File: src/inc/pvc_pkg.sv
package pvc_pkg;

  // ****************************************
  // sizes
  // ****************************************
  localparam int NUM_PINS = 8;
  localparam int IDX_W = 3;
  localparam int PIN_W = 64;

  // ****************************************
  // command field layout and values
  // ****************************************
  localparam logic [7:0] LC_NONE = 8'h00;
  localparam logic [7:0] LC_VERIFY = 8'h08;
  localparam logic [7:0] LC_CHANGE = 8'h10;
  localparam int P2_SPEC_BIT = 7;
  localparam int P2_RFU_HI = 6;
  localparam int P2_RFU_LO = 5;
  localparam int P2_REF_HI = 4;
  localparam int P2_SEL_HI = 1;

  // ****************************************
  // counter and reset values
  // ****************************************
  localparam logic [1:0] TRIES_INIT = 2'h3;
  localparam logic [1:0] TRIES_NONE = 2'h0;
  localparam logic [PIN_W-1:0] PIN_INIT = 64'hffffffffffffffff;

  // ****************************************
  // status words
  // ****************************************
  localparam logic [15:0] SW_OK = 16'h9000;
  localparam logic [11:0] SW_RETRY_HI = 12'h63c;
  localparam logic [15:0] SW_BLOCKED = 16'h6983;
  localparam logic [15:0] SW_DISABLED = 16'h6984;
  localparam logic [15:0] SW_BAD_LEN = 16'h6700;
  localparam logic [15:0] SW_BAD_P2 = 16'h6a86;
  localparam logic [15:0] SW_NO_REF = 16'h6a88;

  // ****************************************
  // types
  // ****************************************
  typedef enum logic [2:0] {
    ST_IDLE = 3'b001,
    ST_EVAL = 3'b010,
    ST_RESP = 3'b100
  } state_t;

  typedef struct packed {
    logic is_change;
    logic [7:0] p2;
    logic [7:0] lc;
    logic [PIN_W-1:0] pin_old;
    logic [PIN_W-1:0] pin_new;
  } cmd_t;

  typedef struct packed {
    logic [PIN_W-1:0] ref_val;
    logic [1:0] tries;
    logic blocked;
  } slot_t;

  typedef struct packed {
    logic [IDX_W-1:0] idx;
    logic set_val;
    logic [PIN_W-1:0] val;
  } rel_t;

  localparam slot_t SLOT_INIT = '{ref_val: PIN_INIT, tries: TRIES_INIT, blocked: 1'b0};

endpackage

File: src/rtl/pin_slot.sv
`timescale 1ns/100ps
`default_nettype none
module pin_slot
  import pvc_pkg::*;
(
  input wire logic core_clk,
  input wire logic nv_rstn,
  input wire logic wr_en,
  input wire slot_t wr,
  input wire logic rel_en,
  input wire logic rel_set,
  input wire logic [PIN_W-1:0] rel_val,
  output slot_t cur
);

  slot_t slot_r;
  slot_t slot_nxt;

  // ****************************************
  // persistent pin state
  // ****************************************
  // only the power-on init or a release clears a block (a matching pin also restores tries), so failures count across sessions
  always_comb begin
    slot_nxt = slot_r;
    if (rel_en) begin
      // release command wins over a same-cycle verify outcome
      slot_nxt.tries = TRIES_INIT;
      slot_nxt.blocked = 1'b0;
      if (rel_set) begin
        slot_nxt.ref_val = rel_val;
      end
    end else if (wr_en) begin
      slot_nxt = wr;
    end
  end

  always_ff @(posedge core_clk) begin
    if (!nv_rstn) begin
      slot_r <= SLOT_INIT;
    end else begin
      slot_r <= slot_nxt;
    end
  end

  assign cur = slot_r;

endmodule
`default_nettype wire

File: src/rtl/pin_verify_change_unit.sv
`timescale 1ns/100ps
`default_nettype none
module pin_verify_change_unit
  import pvc_pkg::*;
(
  input wire logic core_clk,
  input wire logic rstn,
  input wire logic nv_rstn,
  input wire logic cmd_valid,
  input wire cmd_t cmd,
  output logic cmd_ready,
  input wire logic [NUM_PINS-1:0] pin_disabled,
  input wire logic rel_valid,
  input wire rel_t rel,
  output logic rsp_valid,
  output logic [15:0] rsp_sw,
  output logic [NUM_PINS-1:0] pin_verified,
  output logic [NUM_PINS-1:0] access_ok,
  output logic [NUM_PINS-1:0] pin_blocked
);

  state_t st_r;
  state_t st_nxt;
  cmd_t cmd_r;
  cmd_t cmd_nxt;
  logic rdy_r;
  logic rdy_nxt;
  logic rv_r;
  logic rv_nxt;
  logic [15:0] sw_r;
  logic [15:0] sw_nxt;
  logic [NUM_PINS-1:0] ver_r;
  logic [NUM_PINS-1:0] ver_nxt;
  logic [NUM_PINS-1:0] acc_r;
  logic [NUM_PINS-1:0] acc_nxt;
  logic [NUM_PINS-1:0] wr_en;
  slot_t slot_q [NUM_PINS];
  slot_t upd;
  slot_t cur;
  logic [IDX_W-1:0] idx;
  logic p2_bad;
  logic ref_bad;
  logic is_query;
  logic len_bad;
  logic match;
  logic dis;
  logic [1:0] dec_tries;

  // ****************************************
  // command decode
  // ****************************************
  // entries: b8 picks global/specific bank, two low bits pick the pin
  assign idx = {cmd_r.p2[P2_SPEC_BIT], cmd_r.p2[P2_SEL_HI:0]};
  assign p2_bad = (cmd_r.p2 == 8'h00) ||
                  (cmd_r.p2[P2_RFU_HI:P2_RFU_LO] != 2'h0);
  // reference numbers above the stored set are not present
  assign ref_bad = (cmd_r.p2[P2_REF_HI:P2_SEL_HI+1] != 3'h0);
  assign is_query = !cmd_r.is_change && (cmd_r.lc == LC_NONE);
  // change must carry old and new pin, verify exactly one pin
  assign len_bad = cmd_r.is_change ? (cmd_r.lc != LC_CHANGE)
                                   : (cmd_r.lc != LC_VERIFY);
  assign cur = slot_q[idx];
  assign match = (cur.ref_val == cmd_r.pin_old);
  assign dis = pin_disabled[idx];
  assign dec_tries = cur.tries - 2'h1;

  // ****************************************
  // command sequencer
  // ****************************************
  always_comb begin
    st_nxt = st_r;
    cmd_nxt = cmd_r;
    rdy_nxt = rdy_r;
    rv_nxt = 1'b0;
    sw_nxt = sw_r;
    ver_nxt = ver_r;
    wr_en = '0;
    upd = cur;
    case (st_r)
      ST_IDLE: begin
        if (cmd_valid && rdy_r) begin
          cmd_nxt = cmd;
          rdy_nxt = 1'b0;
          st_nxt = ST_EVAL;
        end
      end
      ST_EVAL: begin
        st_nxt = ST_RESP;
        rv_nxt = 1'b1;
        if (p2_bad) begin
          sw_nxt = SW_BAD_P2;
        end else if (ref_bad) begin
          sw_nxt = SW_NO_REF;
        end else if (is_query) begin
          // counter read works in any pin state; blocked reads as 63c0
          sw_nxt = {SW_RETRY_HI, 2'h0,
                    cur.blocked ? TRIES_NONE : cur.tries};
        end else if (len_bad) begin
          sw_nxt = SW_BAD_LEN;
        end else if (cur.blocked) begin
          sw_nxt = SW_BLOCKED;
        end else if (dis) begin
          sw_nxt = SW_DISABLED;
        end else if (match) begin
          wr_en[idx] = 1'b1;
          upd.tries = TRIES_INIT;
          if (cmd_r.is_change) begin
            // slot is global, so every channel sees the new value next cycle
            upd.ref_val = cmd_r.pin_new;
          end
          // one status vector, no channel field: valid on all channels
          ver_nxt[idx] = 1'b1;
          sw_nxt = SW_OK;
        end else begin
          wr_en[idx] = 1'b1;
          upd.tries = dec_tries;
          upd.blocked = (dec_tries == TRIES_NONE);
          ver_nxt[idx] = 1'b0;
          sw_nxt = {SW_RETRY_HI, 2'h0, dec_tries};
        end
      end
      ST_RESP: begin
        st_nxt = ST_IDLE;
        rdy_nxt = 1'b1;
      end
      default: begin
        st_nxt = ST_IDLE;
        rdy_nxt = 1'b1;
      end
    endcase
  end

  always_ff @(posedge core_clk) begin
    if (!rstn) begin
      st_r <= ST_IDLE;
      cmd_r <= '0;
      rdy_r <= 1'b1;
      rv_r <= 1'b0;
      sw_r <= SW_OK;
      ver_r <= '0;
    end else begin
      st_r <= st_nxt;
      cmd_r <= cmd_nxt;
      rdy_r <= rdy_nxt;
      rv_r <= rv_nxt;
      sw_r <= sw_nxt;
      ver_r <= ver_nxt;
    end
  end

  // ****************************************
  // access conditions
  // ****************************************
  // one cycle behind the slot state; a blocked but disabled pin stays open
  always_comb begin
    acc_nxt = '0;
    for (int i = 0; i < NUM_PINS; i++) begin
      acc_nxt[i] = pin_disabled[i] ||
                   (ver_r[i] && !slot_q[i].blocked);
    end
  end

  always_ff @(posedge core_clk) begin
    if (!rstn) begin
      acc_r <= '0;
    end else begin
      acc_r <= acc_nxt;
    end
  end

  // ****************************************
  // pin storage
  // ****************************************
  genvar g;
  generate
    for (g = 0; g < NUM_PINS; g++) begin : g_slot
      pin_slot u_slot (
        .core_clk(core_clk),
        .nv_rstn(nv_rstn),
        .wr_en(wr_en[g]),
        .wr(upd),
        .rel_en(rel_valid && (rel.idx == IDX_W'(g))),
        .rel_set(rel.set_val),
        .rel_val(rel.val),
        .cur(slot_q[g])
      );
      assign pin_blocked[g] = slot_q[g].blocked;

    end
  endgenerate

  assign cmd_ready = rdy_r;
  assign rsp_valid = rv_r;
  assign rsp_sw = sw_r;
  assign pin_verified = ver_r;
  assign access_ok = acc_r;

  logic usable;
  assign usable = (st_r == ST_EVAL) && !p2_bad && !ref_bad &&
                  !is_query && !len_bad && !rel_valid;
endmodule
`default_nettype wire

File: config.mk
export PLATFORM = sky130hd
export DESIGN_NAME = pin_verify_change_unit
export DESIGN_NICKNAME = d
export VERILOG_FILES = /design/src/inc/pvc_pkg.sv /design/src/rtl/pin_slot.sv /design/src/rtl/pin_verify_change_unit.sv
export SDC_FILE = /design/constraint.sdc
export NUM_CORES = 2
export LEC_CHECK = 0
export BUFFER_PORTS_ARGS = -buffer_cell sky130_fd_sc_hd__buf_4
export CELL_PAD_IN_SITES_DETAIL_PLACEMENT = 0
export CELL_PAD_IN_SITES_GLOBAL_PLACEMENT = 2
export CORE_UTILIZATION = 37
export DETAILED_ROUTE_END_ITERATION = 8
export PLACE_DENSITY = 0.8
export SLEW_MARGIN = 25
export SYNTH_ARGS = -nofsm -noshare
export SYNTH_HDL_FRONTEND = slang
export SYNTH_SLANG_ARGS = --single-unit
File: constraint.sdc
create_clock -name core_clk -period 5 [get_ports core_clk]
set_input_delay 0.75 -clock core_clk [delete_from_list [all_inputs] [get_ports core_clk]]
set_output_delay 0.75 -clock core_clk [all_outputs]
set_load 0.1 [all_outputs]
Yosys cells after proc, flatten, opt, wreduce, memory -nomap -nowiden:

Index checks and enable logic that the tools add are counted.

* register bits after elaboration: 718
* input bits: 226
* output and inout bits: 42
* word-level logic and storage cells: 199

* $add $sub $neg: 1
* magnitude comparators: 3
* eq/ne operators: 21
* muxes and demuxes: 57
* bitwise logic cells: 12
* reduce and logical (&&, ||, !) cells: 70

Operators with widths (count)
* $mux W67: 25
* $bmux W67 S3: 1
* $mux W64: 3
* $mux W16: 7
* $eq A64 B64 Y1: 1
* $mux W8: 8
* $reduce_and A2 Y1: 10
* $logic_and A1 B1 Y1: 19
* $ne A2 B2 Y1 const B: 9
* $reduce_bool A2 Y1: 9
* $logic_not A8 Y1: 2
* $reduce_or A2 Y1: 8
* $eq A3 B3 Y1 const B: 4
* $eq A3 B2 Y1 const B: 3
* $logic_not A1 Y1: 9
* $logic_or A1 B1 Y1: 9
* $and A8 B8 Y8: 1
* $ne A8 B4 Y1 const B: 1
* $ne A8 B5 Y1 const B: 1
* $not A1 Y1: 8
* $not A8 Y8: 1
* $or A8 B8 Y8: 1
* $reduce_and A7 Y1: 1
* $eq A3 B1 Y1 const B: 2
* 15 further kinds: 21

Depth between registers and ports, before layout:

* word-level depth: 16
* mapped depth: 20
* mapped depth without buffers: 9

Cells and area by module:

Synthesis repeated with hierarchy kept, for this count alone.

* cell total of the unflattened synthesis: 3263
* area total of the unflattened synthesis: 34028.9 µm²

By module, submodules not included
* pin_slot: times used 8, cells an instance 226, area an instance 2702.6 µm², sequential area each 1341.3 µm²
* pin_verify_change_unit: times used 1, cells an instance 1455, area an instance 12408.2 µm², sequential area each 3563.4 µm²

Worst setup path after synthesis:

OpenSTA, ideal clock, no wires.

* path kind: register to register
* start: register cmd_r[136] (netlist bit)
* end: register g_slot[6].u_slot.slot_r, in the netlist g_slot[6].u_slot.cur[34]
* library setup time: 145 ps
* arrival: 4090 ps
* required time: 4855 ps
* slack: 765 ps
* cell stages (with the launch flop): 17
* path buffers: 7
* clock period less this slack: 4235 ps
* cells stage by stage: dfxtp_1 > buf_2 > buf_6 > buf_4 > buf_1 > mux4_2 > nand2_1 > nand2_1 > xnor2_1 > nand4_1 > or4b_1 > clkbuf_1 > nor4_4 > buf_6 > buf_6 > mux2i_1 > o2111ai_1

* longest elaborated chain between the ends: 15
* elaborated cells between the ends (all ways): 34
* those cells by class: 2 x order compare; 1 x eq/ne; 25 x mux; 1 x bitwise; 5 x reduce/logical

Ends and longest elaborated chain
* from (decl): line pin_verify_change_unit.sv:24 `cmd_t cmd_r;`
* from (signal assigned): line pin_verify_change_unit.sv:143 `cmd_r <= cmd_nxt;`
* $not A3 Y4 (implied by the code): line pin_verify_change_unit.sv:62 `assign cur = slot_q[idx];`
* $bmux W67 S3: line pin_verify_change_unit.sv:62
* $mux W67 (implied by the code) (2 in series): line pin_verify_change_unit.sv:62
* $eq A64 B64 Y1 or $mux W64 (tied branches): line pin_verify_change_unit.sv:63, pin_verify_change_unit.sv:107
* $mux W64: line pin_verify_change_unit.sv:104 `end else if (match) begin`
* $mux W67: line pin_verify_change_unit.sv:102 `end else if (dis) begin`
* $mux W67: line pin_verify_change_unit.sv:100 `end else if (cur.blocked) begin`
* $mux W67: line pin_verify_change_unit.sv:98 `end else if (len_bad) begin`
* $mux W67: line pin_verify_change_unit.sv:94 `end else if (is_query) begin`
* $mux W67: line pin_verify_change_unit.sv:92 `end else if (ref_bad) begin`
* $mux W67: line pin_verify_change_unit.sv:90 `if (p2_bad) begin`
* $mux W67: line pin_verify_change_unit.sv:79 `case (st_r)`
* $mux W67: line pin_slot.sv:32 `end else if (wr_en) begin`
* $mux W67: line pin_slot.sv:25 `if (rel_en) begin`
* to (signal assigned): line pin_slot.sv:41 `slot_r <= slot_nxt;`
* to (decl): line pin_slot.sv:16 `slot_t slot_r;`

Parallel ways exist; a longest one is shown, timed or not. The select of a mux whose other input is x is not followed.
A chain may end at the register's enable or synchronous reset.

Worst setup path after layout:

* start: register cmd_r[136] (netlist bit)
* end: register g_slot[1].u_slot.slot_r, in the netlist g_slot[1].u_slot.cur[9]

* longest elaborated chain between the ends: 15
* elaborated cells between the ends (all ways): 34
* those cells by class: 2 x order compare; 1 x eq/ne; 25 x mux; 1 x bitwise; 5 x reduce/logical

Ends and longest elaborated chain (line)
* $not A3 Y4 (implied by the code): pin_verify_change_unit.sv:62
* $bmux W67 S3: pin_verify_change_unit.sv:62
* $mux W67 (implied by the code) (2 in series): pin_verify_change_unit.sv:62
* $eq A64 B64 Y1 or $mux W64 (tied branches): pin_verify_change_unit.sv:63, pin_verify_change_unit.sv:107
* $mux W64: pin_verify_change_unit.sv:104
* $mux W67: pin_verify_change_unit.sv:102
* $mux W67: pin_verify_change_unit.sv:100
* $mux W67: pin_verify_change_unit.sv:98
* $mux W67: pin_verify_change_unit.sv:94
* $mux W67: pin_verify_change_unit.sv:92
* $mux W67: pin_verify_change_unit.sv:90
* $mux W67: pin_verify_change_unit.sv:79
* $mux W67: pin_slot.sv:32
* $mux W67: pin_slot.sv:25
* to (signal assigned): pin_slot.sv:41
* to (decl): pin_slot.sv:16

Parallel ways exist; a longest one is shown, timed or not. The select of a mux whose other input is x is not followed.

==> results.py <==
metrics = {
    "logic_synthesis": {
        "syn_inst": 4402,
        "synth-seq-area-share_pct": 38.6,
        "synth_cell_types": 74,
        "synth_top_family_by_area": "compound AO/OA/AOI/OAI gates",
        "synth_xor_area_share_pct": 1.02,
        "synth_area_mm2": 0.0370,
        "synth.most_common_cell": "nand2_1",
        "synth.area.top_cells": "dfxtp_1 39%, nand2_1 8.3%, mux2i_1 6.6%, mux4_2 4.9%, nand3_1 3.7%",
        "syn_area_per_cell_um2": 8.42,
        "synth_compound_area_share_pct": 20.4,
        "async_flop_share_pct": 0,
        "synth_fa_ha_area_share_pct": 0.0338,
        "synth_ff_type": "dfxtp_1",
        "ys_ff_latch": 714,
        "synthMuxAreaShare_pct": 14.2,
        "yosysWarnings": 0,
        "synth_edf_count": 0,
        "synth_top_area_share_pct": 38.6,
        "synth_area_leader_cell": "dfxtp_1",
        "synthSimpleGateAreaFrac_pct": 19.7,
        "synth_common_cells": "819 x nand2_1, 714 x dfxtp_1, 319 x clkbuf_1",
    },
    "drt": {
        "wl_met2_mm": 82.0,
        "ant_nets": 0,
        "dr_wl_met3_mm": 18.6,
        "first_pass_iters": 8,
        "avgViaCountPerCell": 6.37,
        "drc": 0,
        "maxUsedRoutingLayer": "met5",
        "wl_per_cell_um": 31.8,
        "vias": 37207,
        "drtIter0Drc": 4760,
        "wl_met1_mm": 72.9,
        "routed_wl_mm": 186,
    },
    "critical_path": {
        "cp_slowest_cell": "or4b_1",
        "crit_type": "flip-flop to flip-flop",
        "cp_max_fo": 30,
        "crit_arrival_ns": 5.33,
        "path_common_cell": "buf_12",
        "setup.worst_path.start_class": "flip-flop",
        "slowest_delay_ns": 0.61,
        "critical_path.cell_chain": "buf_12 > buf_12 > mux4_2 > mux2_2 > xor2_1 > nor4b_1 > or4b_1 > nor4_4 > buf_12 > buf_12 > mux2i_1 > o221ai_1",
        "cp.required_ns": 5.51,
        "worst_setup_path_end_kind": "flip-flop",
    },
    "final_layout": {
        "syn2layout_area_growth_pct": 17.9,
        "nFillCells": 9838,
        "final_nets": 4722,
        "drive_gt1_share_pct": 18.1,
        "final_core_util_pct": 44.2,
    },
    "flow_run": {
        "max-cap-violations": 0,
    },
    "cts": {
        "cts_tree": "yes",
        "ctsHoldBuffers": 0,
        "root_buffer": "clkbuf_16",
        "cts.path.max_buffers": 3,
        "clock_latency_ns": 0.70,
        "cts_resized": 0,
        "clock-sinks": 714,
        "path_clk_slew_ns": 0.06,
        "numCtsBuffers": 85,
        "cts_setup_buffers": 0,
        "htree_levels": 3,
    },
    "placement": {
        "place_hpwl_mm": 119,
        "place_congestion": 1.00,
        "numPortBuffers": 265,
    },
    "global_route": {
        "gr-usage-all-layers_pct": 35.5,
        "grt_max_degree": 144,
        "antenna_found_initial": 12,
        "grt-ovfl-total": 0,
        "grt_pass1_wl_mm": 263,
        "grt_pass1_vias": 35664,
    },
    "sta": {
        "fin_hold_ws_ns": 0.287,
        "slew_violations": 0,
        "skew_ns": 0.0392,
        "rsz0062_at_grt": "no",
        "period_needed_ns": 4.82,
        "finalCritPeriodShare_pct": 96.4,
        "slew_headroom_pct": 26.7,
        "final.setup.tns_ns": 0,
        "hold_viol": 0,
        "finalSetupViolCount": 0,
        "max_freq_ghz": 0.207,
        "tightest_slew_ns": 1.10,
    },
    "floorplanning": {
        "fp.dieW_um": 318,
        "io_pins": 268,
        "coreArea_mm2": 0.0989,
        "start_util_pct": 37.5,
        "rows": 115,
        "dieArea_mm2": 0.101,
        "die_h_um": 318,
    },
    "power": {
        "power_density_mw_per_mm2": 322,
        "switchingPower_w": 0.00395,
        "peakVddDrop_mv": 0.211,
        "switching_share_pct": 28.0,
        "p_seq_share_pct": 43.3,
        "pwr-share-comb_pct": 11.6,
        "leakagePower_nw": 16.7,
        "power.internal_w": 0.0101,
        "clock_power_share_pct": 45.0,
    },
    "worst_hold_path": {
        "worstHoldPathType": "input pin to flip-flop",
    },
    "status": {
        "status": "completed",
    },
}
-- logic make-up (layout without fill, tap and decap cells) --
| group | after synthesis | count (layout) |
|---|---|---|
| adders and majority gates | 1 | 1 |
| xor gates and xnor gates | 43 | 43 |
| DFF | 714 | 714 |
| buffers and inverters | 507 | 657 |
| muxes | 414 | 414 |
| AOI/OAI and AO/OA | 1080 | 1080 |
| other | 1 | 6 |
| and+or+nand+nor | 1642 | 1642 |
-- worst paths after layout --
check	cells past startpoint	slack (ns)	endpoint	startpoint
worst max-delay path	12	0.18	g_slot[1].u_slot.cur[9]	cmd_r[136]
worst min-delay path	2	0.29	access_ok[3]	pin_disabled[3]
worst max register to register	12	0.18	g_slot[1].u_slot.cur[9]	cmd_r[136]
worst min register to register	1	0.44	g_slot[0].u_slot.cur[2]	g_slot[0].u_slot.cur[2]
-- metal layers --
metal / up-vias / global-route usage (%)
li1: 16214 / -
met1: 18041 / 45.3
met2: 2331 / 55.3
met3: 611 / 7.57
met4: 10 / 20.5
met5: - / 0
-- metrics by stage --
step,instance area [um^2],setup slack (ns),power [W],instances
after global routing,43700,0.104,0.0144,5842
final,43700,0.178,0.0141,5844
after floorplan,37000,0.765,0.00704,4403
after CTS,43700,0.340,0.0141,5840
after detailed placement,40900,0.363,0.00782,5695
after global placement,40900,0.435,0.00782,5695
-- state kept, by name, summed over array words and instances (netlist names), named ones only --
name,flops
g_slot.u_slot.cur,536
cmd_r,145
rsp_sw,12
access_ok,8
st_r,3
cmd_ready,1
rsp_valid,1
-- power groups by stage --
stage | sequential (W) | combinational [W] | clock, W
CTS | 0.00610 | 0.00160 | 0.00639
detailed placement | 0.00622 | 0.00160 | 0
finish | 0.00610 | 0.00164 | 0.00634
floorplan | 0.00614 | 0.000907 | 0
global route | 0.00611 | 0.00172 | 0.00659
global placement | 0.00622 | 0.00160 | 0
-- layout by cell type, fill, tap and decap left out, types with 20 or more instances in the layout --
cell	count
inv_1	31
xnor2_1	20
nor2b_1	26
nand3_1	274
mux2i_1	246
o21ai_0	45
buf_4	435
a21oi_1	263
nor4_1	36
nand2_1	813
o22ai_1	126
mux2_2	84
a21o_1	26
nor3_1	35
clkbuf_1	20
buf_12	44
clkbuf_8	21
o2bb2ai_1	30
a2111oi_0	24
a22oi_1	52
nand4_1	40
o221ai_1	47
a21boi_0	152
clkbuf_16	85
a211oi_1	23
a2bb2oi_1	33
dfxtp_1	711
o2111ai_1	123
a31oi_1	30
xor2_1	23
and3_1	60
nor2_1	243
mux4_2	80
-- critical path, delay by kind of cell (launching register included) --
kind / cells / cell delay, ns
flops: 1 / 0.43
compound gates: 1 / 0.17
buf+inv: 4 / 0.95
simple gates: 3 / 1.47
mux: 3 / 1.32
xor+xnor: 1 / 0.22
-- final cells by class --
class,instances,area (um^2),share of cell area [%]
repair buffers,480,4160,9.53
clock buffers,126,2490,5.70
multi-input cells,3182,20700,47.5
diodes,4,10.0,0.0229
clock inverters,19,256,0.587
inverters,32,120,0.275
flip-flops and latches,714,14300,32.7
well taps,1287,1610,3.69
No activity file was read; power rests on OpenSTA's default activity.
